### config.mk
export PLATFORM = sky130hd
export DESIGN_NAME = ppc_top
export DESIGN_NICKNAME = d
export VERILOG_FILES = /design/src/hw/ppc_pkg.sv /design/src/hw/ppc_pol.sv /design/src/hw/ppc_top.sv
export SDC_FILE = /design/constraint.sdc
export NUM_CORES = 1
export LEC_CHECK = 0
export BUFFER_PORTS_ARGS = -buffer_cell sky130_fd_sc_hd__buf_2
export CORE_UTILIZATION = 53
export DETAILED_ROUTE_END_ITERATION = 8
export GPL_ROUTABILITY_DRIVEN = 0
export MAX_ROUTING_LAYER = met4
export PLACE_DENSITY = 0.95
export REMOVE_ABC_BUFFERS = 1
export SYNTH_ARGS = -nofsm -noshare
export SYNTH_HDL_FRONTEND = slang
export SYNTH_SLANG_ARGS = --single-unit
### constraint.sdc
create_clock -name clk_i -period 3.9 [get_ports clk_i]
set_clock_uncertainty 0.15 [all_clocks]
set_input_delay 0 -clock clk_i [delete_from_list [all_inputs] [get_ports clk_i]]
set_output_delay 0 -clock clk_i [all_outputs]
set_load 0.1 [all_outputs]
### src/hw/ppc_pkg.sv
// package for the parallel port polarity control block
// assumes a 32-bit classic wishbone master and a single 40 MHz clock
`default_nettype none
package ppc_pkg;
  // ==========================================================
  // register map (byte addresses)
  localparam logic [3:0] PPC_CTRL_OFS = 4'h0;  // parallel_port_control
  localparam logic [3:0] PPC_XFER_OFS = 4'h4;  // transfer request
  localparam logic [3:0] PPC_STAT_OFS = 4'h8;  // transfer status / pin view
  // ==========================================================
  // control field positions
  localparam int PPC_RD_POL_BIT = 0;
  localparam int PPC_WR_POL_BIT = 1;
  localparam int PPC_BE_POL_BIT = 2;
  localparam int PPC_CSP_BIT = 3;
  localparam int PPC_MODE_LO = 8;
  localparam int PPC_CSADDR_BIT = 6;  // chip select pin used as address
  localparam logic [15:0] PPC_CTRL_RST = 16'h0000;
  localparam logic [15:0] PPC_CTRL_MASK = 16'h034F;
  // ==========================================================
  // timing: strobe width in ns and derived cycles at 40 MHz
  localparam int PPC_CLK_HZ = 40_000_000;
  localparam int PPC_STROBE_NS = 100;
  localparam int PPC_STROBE_CYC =
    (PPC_STROBE_NS * (PPC_CLK_HZ / 1_000_000) + 999) / 1000;
  // ==========================================================
  typedef enum logic [1:0] {
    PPC_MODE_SLV0 = 2'b00,
    PPC_MODE_SLV1 = 2'b01,
    PPC_MODE_MST2 = 2'b10,
    PPC_MODE_MST1 = 2'b11
  } ppc_mode_t;
  // logical (active-true) pin request bundle
  typedef struct packed {
    logic cs;
    logic be;
    logic wr;
    logic rd;
  } ppc_pins_t;
endpackage
`default_nettype wire

### src/hw/ppc_pol.sv
// polarity mapper: turns active-true requests into pin levels
// assumes requests and control bits are registered upstream
`timescale 1ns/1ps
`default_nettype none
module ppc_pol (
  input wire logic [15:0] ctrl_i,
  input wire ppc_pkg::ppc_pins_t req_i,
  input wire logic addr_bit_i,
  output ppc_pkg::ppc_pins_t pin_o
);
  logic mst1;
  // ==========================================================
  // pin level = request xor (not active-high)
  always_comb begin
    mst1 = ctrl_i[ppc_pkg::PPC_MODE_LO +: 2] == ppc_pkg::PPC_MODE_MST1;
    pin_o.be = req_i.be ~^ ctrl_i[ppc_pkg::PPC_BE_POL_BIT];
    // enable strobe in master mode 1, write strobe otherwise
    pin_o.wr = (mst1 ? req_i.wr | req_i.rd : req_i.wr)
               ~^ ctrl_i[ppc_pkg::PPC_WR_POL_BIT];
    // direction line in master mode 1, read strobe otherwise
    pin_o.rd = req_i.rd ~^ ctrl_i[ppc_pkg::PPC_RD_POL_BIT];
    if (ctrl_i[ppc_pkg::PPC_CSADDR_BIT]) begin
      pin_o.cs = addr_bit_i;
    end else begin
      pin_o.cs = req_i.cs ~^ ctrl_i[ppc_pkg::PPC_CSP_BIT];
    end
  end
endmodule // ppc_pol
`default_nettype wire

### src/hw/ppc_top.sv
// parallel port polarity control: wishbone registers, strobe
// sequencer and polarity mapping of the port pins
// assumes a classic wishbone master on clk_i, synchronous inputs
//
// Behaviour
// - chip select pin is high when asserted if bit 3 set, else low
// - byte enable is active high when bit 2 set, else active low
// - modes 00/01/10: write strobe level follows bit 1
// - mode 11: bit 1 sets enable strobe active level
// - modes 00/01/10: read strobe level follows bit 0
// - mode 11: bit 0 sets read/write direction line active level
// - chip select used as address ignores polarity, passes address
// - polarity applies to master chip select out, slave select in
//
// Local design decisions: the Wishbone slave port and the placing of the registers.
`timescale 1ns/1ps
`default_nettype none
module ppc_top #(
  parameter int STROBE_CYC = ppc_pkg::PPC_STROBE_CYC
) (
  input wire logic clk_i,
  input wire logic rst_i,
  input wire logic wb_cyc_i,
  input wire logic wb_stb_i,
  input wire logic wb_we_i,
  input wire logic [3:0] wb_adr_i,
  input wire logic [3:0] wb_sel_i,
  input wire logic [31:0] wb_dat_i,
  output logic [31:0] wb_dat_o,
  output logic wb_ack_o,
  input wire logic slave_chip_select_in_i,
  output logic master_chip_select_out_o,
  output logic byte_enable_line_o,
  output logic write_strobe_line_o,
  output logic read_strobe_line_o
);
  // ==========================================================
  // state
  typedef enum logic [1:0] {
    PPC_IDLE = 2'b00,
    PPC_STRB = 2'b01,
    PPC_DONE = 2'b10
  } ppc_st_t;
  ppc_st_t st_r, st_nxt;
  logic [15:0] ctrl_r, ctrl_nxt;
  logic [7:0] cnt_r, cnt_nxt;
  ppc_pkg::ppc_pins_t req_r, req_nxt, pin_w;
  logic addr_r, addr_nxt;
  logic busy_r, busy_nxt;
  logic done_r, done_nxt;
  logic ack_r, ack_nxt;
  logic [31:0] dat_r, dat_nxt;
  logic cs_sel_r, cs_sel_nxt;
  ppc_pkg::ppc_pins_t pout_r;
  logic bus_req, wr_ctrl, wr_xfer, slave_mode, slv_sel;
  // ==========================================================
  // polarity mapping of the active-true requests
  ppc_pol u_pol (
    .ctrl_i(ctrl_r),
    .req_i(req_r),
    .addr_bit_i(addr_r),
    .pin_o(pin_w)
  );
  // ==========================================================
  // bus decode; single-cycle ack, dropped the cycle after
  always_comb begin
    bus_req = wb_cyc_i & wb_stb_i & ~ack_r;
    wr_ctrl = bus_req & wb_we_i & (wb_adr_i == ppc_pkg::PPC_CTRL_OFS);
    wr_xfer = bus_req & wb_we_i & (wb_adr_i == ppc_pkg::PPC_XFER_OFS);
    slave_mode = ~ctrl_r[ppc_pkg::PPC_MODE_LO + 1];
    // slave select input decoded with the same polarity bit
    slv_sel = slave_chip_select_in_i ~^ ctrl_r[ppc_pkg::PPC_CSP_BIT];
  end
  // ==========================================================
  // next state for registers and sequencer
  always_comb begin
    st_nxt = st_r;
    ctrl_nxt = ctrl_r;
    cnt_nxt = cnt_r;
    req_nxt = req_r;
    addr_nxt = addr_r;
    busy_nxt = busy_r;
    done_nxt = done_r;
    ack_nxt = bus_req;
    dat_nxt = dat_r;
    cs_sel_nxt = slv_sel;
    if (wr_ctrl) begin
      if (wb_sel_i[0]) begin
        ctrl_nxt[7:0] = wb_dat_i[7:0] & ppc_pkg::PPC_CTRL_MASK[7:0];
      end
      if (wb_sel_i[1]) begin
        ctrl_nxt[15:8] = wb_dat_i[15:8] & ppc_pkg::PPC_CTRL_MASK[15:8];
      end
    end
    if (bus_req & ~wb_we_i) begin
      case (wb_adr_i)
        ppc_pkg::PPC_CTRL_OFS: dat_nxt = {16'h0000, ctrl_r};
        ppc_pkg::PPC_STAT_OFS: dat_nxt = {24'h0000_00, 2'b00, cs_sel_r,
          done_r, pout_r};
        default: dat_nxt = 32'h0000_0000;
      endcase
    end
    // done flag: a new completion wins over the clearing write
    if (wr_xfer & wb_sel_i[0]) begin
      done_nxt = 1'b0;
    end
    case (st_r)
      PPC_IDLE: begin
        // lines idle at their inactive levels while nothing runs
        req_nxt = '0;
        busy_nxt = 1'b0;
        if (wr_xfer & wb_sel_i[0] & ~slave_mode & ~busy_r) begin
          // bits: 0 read, 1 write, 2 byte enable, 3 address bit
          req_nxt.cs = 1'b1;
          req_nxt.rd = wb_dat_i[0];
          req_nxt.wr = wb_dat_i[1] & ~wb_dat_i[0];
          req_nxt.be = wb_dat_i[2];
          addr_nxt = wb_dat_i[3];
          cnt_nxt = 8'(STROBE_CYC - 1);
          busy_nxt = 1'b1;
          st_nxt = PPC_STRB;
        end
      end
      PPC_STRB: begin
        if (cnt_r == 8'h00) begin
          // drop the lines here so the strobe lasts exactly STROBE_CYC
          req_nxt = '0;
          st_nxt = PPC_DONE;
        end else begin
          cnt_nxt = cnt_r - 8'h01;
        end
      end
      PPC_DONE: begin
        req_nxt = '0;
        busy_nxt = 1'b0;
        done_nxt = 1'b1;
        st_nxt = PPC_IDLE;
      end
      default: st_nxt = PPC_IDLE;
    endcase
  end
  // ==========================================================
  // registers
  always_ff @(posedge clk_i) begin
    if (rst_i) begin
      st_r <= PPC_IDLE;
      ctrl_r <= ppc_pkg::PPC_CTRL_RST;
      cnt_r <= 8'h00;
      req_r <= '0;
      addr_r <= 1'b0;
      busy_r <= 1'b0;
      done_r <= 1'b0;
      ack_r <= 1'b0;
      dat_r <= 32'h0000_0000;
      cs_sel_r <= 1'b0;
    end else begin
      st_r <= st_nxt;
      ctrl_r <= ctrl_nxt;
      cnt_r <= cnt_nxt;
      req_r <= req_nxt;
      addr_r <= addr_nxt;
      busy_r <= busy_nxt;
      done_r <= done_nxt;
      ack_r <= ack_nxt;
      dat_r <= dat_nxt;
      cs_sel_r <= cs_sel_nxt;
    end
  end
  // ==========================================================
  // output pins registered; one cycle behind the request
  always_ff @(posedge clk_i) begin
    if (rst_i) begin
      // pins reset to the inactive levels of the reset polarity bits,
      // so no line looks asserted while the port is held in reset
      pout_r <= ~ppc_pkg::PPC_CTRL_RST[3:0];
    end else begin
      pout_r <= pin_w;
    end
  end
  assign master_chip_select_out_o = pout_r.cs;
  assign byte_enable_line_o = pout_r.be;
  assign write_strobe_line_o = pout_r.wr;
  assign read_strobe_line_o = pout_r.rd;
  assign wb_ack_o = ack_r;
  assign wb_dat_o = dat_r;
endmodule // ppc_top
`default_nettype wire

==> qor.yml, run 1 <==
track_usage: 0.264
ff2ff_path_depth: 6
max_freq_mhz: 442
grt_first_pass_wirelength_um: 8560
critPathKind: "flip-flop to flip-flop"
drtAntennaViolNets: 0
coreArea_um2: 3800
synth_cells: 250
synth_area_um2: 2170
hold_viol_final: 0
p_seq_frac: 0.423
initial_core_util: 0.571
setup_tns_ns: 0
status: "finished, final reports clean"
cp-startpoint: "st_r[0]"
cts-root-buf: "clkbuf_8"
insertion_delay_ns: 0.28
h-tree-depth: 2
wl_um: 5300
syn_avg_cell_area_um2: 8.68
setup_violations: 0
num_vias: 2015
rows: 22
required_ns: 3.96
min_from: "rst_i"
gr-usage-met1: 0.321
io_pins: 83
p_sw_frac: 0.282
holdWs_ns: 0.0588
clkPwrFrac: 0.416
r2r_start: "st_r[0]"
cp_max_fo: 4
drc_errors: 0
met2_usage: 0.443
worst_slack_ns: 1.64
max-cap-violations: 0
p_total_mw: 0.947
die_w_um: 66.0
die_h_um: 66.0
synthArstFlopShare: 0
synth_seq_cells: 39
hold_path_class: "primary input to flip-flop"
cts_buffer_depth: 2
p_leak_nw: 0.987
drive_above_1_share: 0.188
synth_edf_count: 0
cts_sinks: 39
synth_cell_types: 52
antenna_found_initial: 0
first_pass_iters: 5
wl_per_cell_um: 15.5
r2r_end: "req_r[3]"
maxSlewViolCount: 0
period_share: 0.580
holdPathEnd: "cs_sel_r"
cp-end-kind: "flip-flop"
p_per_area_nw_per_um2: 372
grtUsageMet3: 0.0414
final_cell_mix: "dfxtp_1 (39), buf_2 (32), conb_1 (23)"
cts_resized: 0
areaGrowthSynthToFinish_pct: 17.3
viasPerCell: 5.91
port_buffers: 32
comb_power_share: 0.161
grt_overflow: 0
p_sw_mw: 0.267
place_hpwl_um: 3380
hold_depth: 2
period_minus_slack_ns: 2.26
cts_tree: "yes"
rrSetupSlack_ns: 1.64
tightest_slew_ns: 0.631
cts_setup_buffers: 0
clk_pin_slew_ns: 0.08
synth_seq_area_share: 0.360
yosys_most_used_dff: "dfxtp_1"
peakVddDrop_mv: 0.198
antenna_cells: 0
grt_max_degree: 35
dp_slack_ns: 1.73
fp.dieArea_um2: 4350
final_common_cell: "dfxtp_1"
p_int_mw: 0.679
yosysWarningCount: 0
grt.busiest_layer: "met2"
drt_iter0_drc: 241
cp.arrival_ns: 2.32
nNetsFinal: 344
rsz0062_at_grt: "false"
cts_made_buffers: 5
maxSlewHeadroom: 0.578
start_kind: "flip-flop"
first_global_vias: 1810
-- flip-flops by register name, indices dropped and copies added (netlist names) --
name / cells
req_r: 4
byte_enable_line_o: 1
write_strobe_line_o: 1
wb_ack_o: 1
cs_sel_r: 1
addr_r: 1
busy_r: 1
ctrl_r: 7
master_chip_select_out_o: 1
done_r: 1
cnt_r: 8
st_r: 2
wb_dat_o: 9
read_strobe_line_o: 1
-- power by group through the flow --
stage	clock (mW)	combinational, mW	sequential [mW]
after floorplan	0	0.111	0.415
after global placement	0	0.137	0.409
after detailed placement	0	0.138	0.409
after CTS	0.397	0.151	0.400
after global routing	0.414	0.158	0.400
final	0.394	0.153	0.400
-- worst max-delay path: stages, from the launching register on --
cell,delay [ns]
dfxtp_1,0.40
inv_1,0.10
ha_1,0.31
or3b_2,0.45
nor4_1,0.45
nand3_1,0.18
a21oi_1,0.15
-- how the worst max path moves through the flow --
stage / end / slack (ns)
after floorplan: cnt_r[5] / 1.52
after global placement: req_r[3] / 1.82
after detailed placement: req_r[1] / 1.73
after CTS: req_r[3] / 1.66
after global routing: req_r[1] / 1.53
final: req_r[3] / 1.64
-- cell families (layout without fill, tap and decap cells) --
group	Yosys count	in the layout	share of synthesized area
buffers and inverters	45	66	0.119
other	1	23	0.00173
adders and majority gates	6	6	0.0346
and+or+nand+nor	88	88	0.246
AOI/OAI and AO/OA	55	55	0.166
xor gates and xnor gates	5	5	0.0202
muxes	11	11	0.0531
DFF	39	39	0.360
-- per-stage QoR --
step | area (um2) | utilization | instances
after floorplan | 2030 | - | 237
after global placement | 2250 | 0.593 | 317
after detailed placement | 2250 | 0.593 | 317
after CTS | 2540 | 0.670 | 341
after global routing | 2540 | 0.670 | 341
final | 2540 | 0.670 | 341
-- synth_stat cells, types with 3 or more instances --
cell type	instances	area, um2
inv_1	10	37.5
a211oi_1	3	22.5
nor2_1	17	63.8
nand3_1	10	50.1
xor2_1	4	35.0
mux2i_1	7	70.1
mux2_2	4	45.0
ha_1	6	75.1
nor4_1	3	18.8
nand4_1	5	31.3
nor3_1	7	35.0
o211ai_1	6	45.0
clkbuf_1	10	37.5
nand2_1	17	63.8
o21ai_0	7	35.0
a22oi_1	3	22.5
dfxtp_1	39	781
o21ai_1	3	15.0
nand3b_1	3	22.5
a21oi_1	18	90.1
buf_4	23	173
a31oi_1	5	31.3
-- what timing repair did --
action / in CTS / in global routing
endpoints found under the hold margin: 19 / 0
endpoints found under the setup margin: 0 / 0
hold buffers: 16 / 0
-- layout make-up --
class / instances / area (um2)
Fill cell: 284 / 1250
Inverter: 10 / 37.5
Sequential cell: 39 / 781
Clock buffer: 6 / 72.6
Multi-Input combinational cell: 188 / 1210
Timing Repair Buffer: 48 / 320
Tap cell: 48 / 60.1
Clock inverter: 2 / 60.1
-- per-layer routing --
metal / share of wire / up-vias / routed length (um)
met4: 0.015 / 0 / 81
met2: 0.49 / 137 / 2590
li1: - / 942 / -
met5: 0 / - / 0
met1: 0.41 / 926 / 2200
met3: 0.081 / 10 / 429
Note: power is estimated with default switching activity, not from simulation.
==> inputs of run 2 (changes only) <==
--- a/config.mk
+++ b/config.mk
@@ -6,11 +6,11 @@
 export NUM_CORES = 1
 export LEC_CHECK = 0
 export BUFFER_PORTS_ARGS = -buffer_cell sky130_fd_sc_hd__buf_2
-export CORE_UTILIZATION = 53
+export CORE_UTILIZATION = 49
 export DETAILED_ROUTE_END_ITERATION = 8
 export GPL_ROUTABILITY_DRIVEN = 0
 export MAX_ROUTING_LAYER = met4
-export PLACE_DENSITY = 0.95
+export PLACE_DENSITY = 0.91
 export REMOVE_ABC_BUFFERS = 1
 export SYNTH_ARGS = -nofsm -noshare
 export SYNTH_HDL_FRONTEND = slang
==> constraint.sdc (replaced) <==
create_clock -name clk_i -period 2.1 [get_ports clk_i]
set_clock_uncertainty 0.15 [all_clocks]
set_input_delay 0 -clock clk_i [delete_from_list [all_inputs] [get_ports clk_i]]
set_output_delay 0 -clock clk_i [all_outputs]
set_load 0.1 [all_outputs]
==> qor.yml, run 2 (synthesized netlist as in run 1, its figures left out) <==
p_sw_frac: 0.338  # was 0.282
antenna_found_initial: 0  # unchanged
cts_buffer_depth: 2  # unchanged
ff2ff_path_depth: 6  # unchanged
gr-usage-met1: 0.307  # was 0.321
cp.arrival_ns: 2.06  # was 2.32 ns
required_ns: 2.14  # was 3.96 ns
p_sw_mw: 0.522  # was 0.267 mW
multi_input_area_um2: 1240  # was 1210 um2
first_pass_iters: 5  # unchanged
worst_slack_ns: 0.0764  # was 1.64 ns
initial_core_util: 0.527  # was 0.571
cp_max_fo: 9  # was 4
hold_depth: 5  # was 2
largest_register_ffs: 9  # unchanged
areaGrowthSynthToFinish_pct: 21.8  # was 17.3%
max-cap-violations: 0  # unchanged
critPathKind: "flip-flop to flip-flop"  # unchanged
final_common_cell: "dfxtp_1"  # unchanged
nNetsFinal: 360  # was 344
drive_above_1_share: 0.243  # was 0.188
hold_viol_final: 0  # unchanged
tightest_slew_ns: 0.524  # was 0.631 ns
period_minus_slack_ns: 2.02  # was 2.26 ns
viasPerCell: 6.14  # was 5.91
period_share: 0.964  # was 0.580
max_freq_mhz: 494  # was 442 MHz
final_cell_mix: "dfxtp_1 (38), buf_2 (32), conb_1 (23)"  # was dfxtp_1 (39), buf_2 (32), conb_1 (23)
cts_sinks: 39  # unchanged
fp.dieArea_um2: 4700  # was 4350 um2
first_global_vias: 1964  # was 1,810
cts_tree: "yes"  # unchanged
num_vias: 2203  # was 2,015
fin_util: 0.642  # was 0.670
hold_path_class: "primary input to flip-flop"  # unchanged
setup_violations: 0  # unchanged
grt.busiest_layer: "met2"  # unchanged
insertion_delay_ns: 0.30  # was 0.28 ns
grt_max_degree: 20  # was 35
dp_slack_ns: 0.0375  # was 1.73 ns
die_h_um: 68.5  # was 66.0 um
grt_first_pass_wirelength_um: 8930  # was 8560 um
peakVddDrop_mv: 0.286  # was 0.198 mV
cts-root-buf: "clkbuf_8"  # unchanged
rows: 23  # was 22
clkPwrFrac: 0.331  # was 0.416
met2_usage: 0.445  # was 0.443
status: "finished, final reports clean"  # unchanged
die_w_um: 68.5  # was 66.0 um
track_usage: 0.270  # was 0.264
coreArea_um2: 4120  # was 3800 um2
p_seq_frac: 0.481  # was 0.423
comb_power_share: 0.188  # was 0.161
maxSlewHeadroom: 0.647  # was 0.578
port_buffers: 32  # unchanged
p_per_area_nw_per_um2: 584  # was 372 nW/um2
cts_made_buffers: 5  # unchanged
grt_overflow: 0  # unchanged
drc_errors: 0  # unchanged
wl_per_cell_um: 16.8  # was 15.5 um
grtUsageMet3: 0.0674  # was 0.0414
nFillCells: 304  # was 284
h-tree-depth: 2  # unchanged
wl_um: 6040  # was 5300 um
antenna_cells: 0  # unchanged
start_kind: "flip-flop"  # unchanged
p_leak_nw: 1.06  # was 0.987 nW
drtAntennaViolNets: 0  # unchanged
p_int_mw: 1.02  # was 0.679 mW
place_hpwl_um: 3800  # was 3380 um
maxSlewViolCount: 0  # unchanged
regArea_um2: 782  # was 781 um2
io_pins: 83  # unchanged
clk_pin_slew_ns: 0.08  # about the same
drt_iter0_drc: 403  # was 241
cp-end-kind: "flip-flop"  # unchanged
[run 2: what timing repair did]
item	4_1_cts	5_1_grt
hold endpoints to repair	23	0
hold buffers	15	0
endpoints found under the setup margin	0	8
gates resized for setup	0	5
setup buffers	0	0
[run 2: layout make-up]
class | count | area share
clock buffers | 6 | 0.0275
multi-input cells | 188 | 0.468
clock inverters | 2 | 0.00473
well taps | 50 | 0.0237
repair buffers | 64 | 0.166
flip-flops and latches | 39 | 0.296
inverters | 10 | 0.0142
[run 2: metrics by stage]
stage / instances / power, mW / setup TNS, ns / cell area (um2) / hold WS [ns]
after floorplan: 237 / 0.976 / -2.44 / 2030 / -0.0809
after global placement: 336 / 1.02 / 0 / 2380 / 0.0873
after detailed placement: 336 / 1.02 / 0 / 2380 / 0.101
after CTS: 359 / 1.54 / 0 / 2620 / 0.0582
after global routing: 359 / 1.58 / -0.0352 / 2640 / 0.100
final: 359 / 1.54 / 0 / 2640 / 0.0749
[run 2: path summary, 6_finish.rpt]
| kind | start | end | slack (ns) |
|---|---|---|---|
| worst max-delay path | wb_ack_o | ctrl_r[9] | 0.08 |
| worst min-delay path | wb_adr_i[0] | wb_dat_o[3] | 0.07 |
| worst max register to register | wb_ack_o | ctrl_r[9] | 0.08 |
| worst min register to register | addr_r | addr_r | 0.31 |
[run 2: layer usage]
| layer | share of wire | wire, um |
|---|---|---|
| met4 | 0.030 | 182 |
| met2 | 0.49 | 2970 |
| met1 | 0.38 | 2280 |
| met5 | 0 | 0 |
| met3 | 0.099 | 596 |
[run 2: power groups by stage]
stage               Clock [mW]  Combinational (mW)  Sequential, mW
global route             0.536               0.303           0.743
CTS                      0.513               0.283           0.743
global placement             0               0.261           0.760
detailed placement           0               0.264           0.760
floorplan                    0               0.205           0.770
finish                   0.511               0.290           0.743
[run 2: worst max-delay path, cell delays in order (launching register included)]
cell and delay (ns):
dfxtp_1 0.33, nand4b_1 0.17, buf_4 0.20, nand4bb_4 0.23, mux2i_1 0.21, nor2_1 0.05, dlygate4sd3_1 0.56
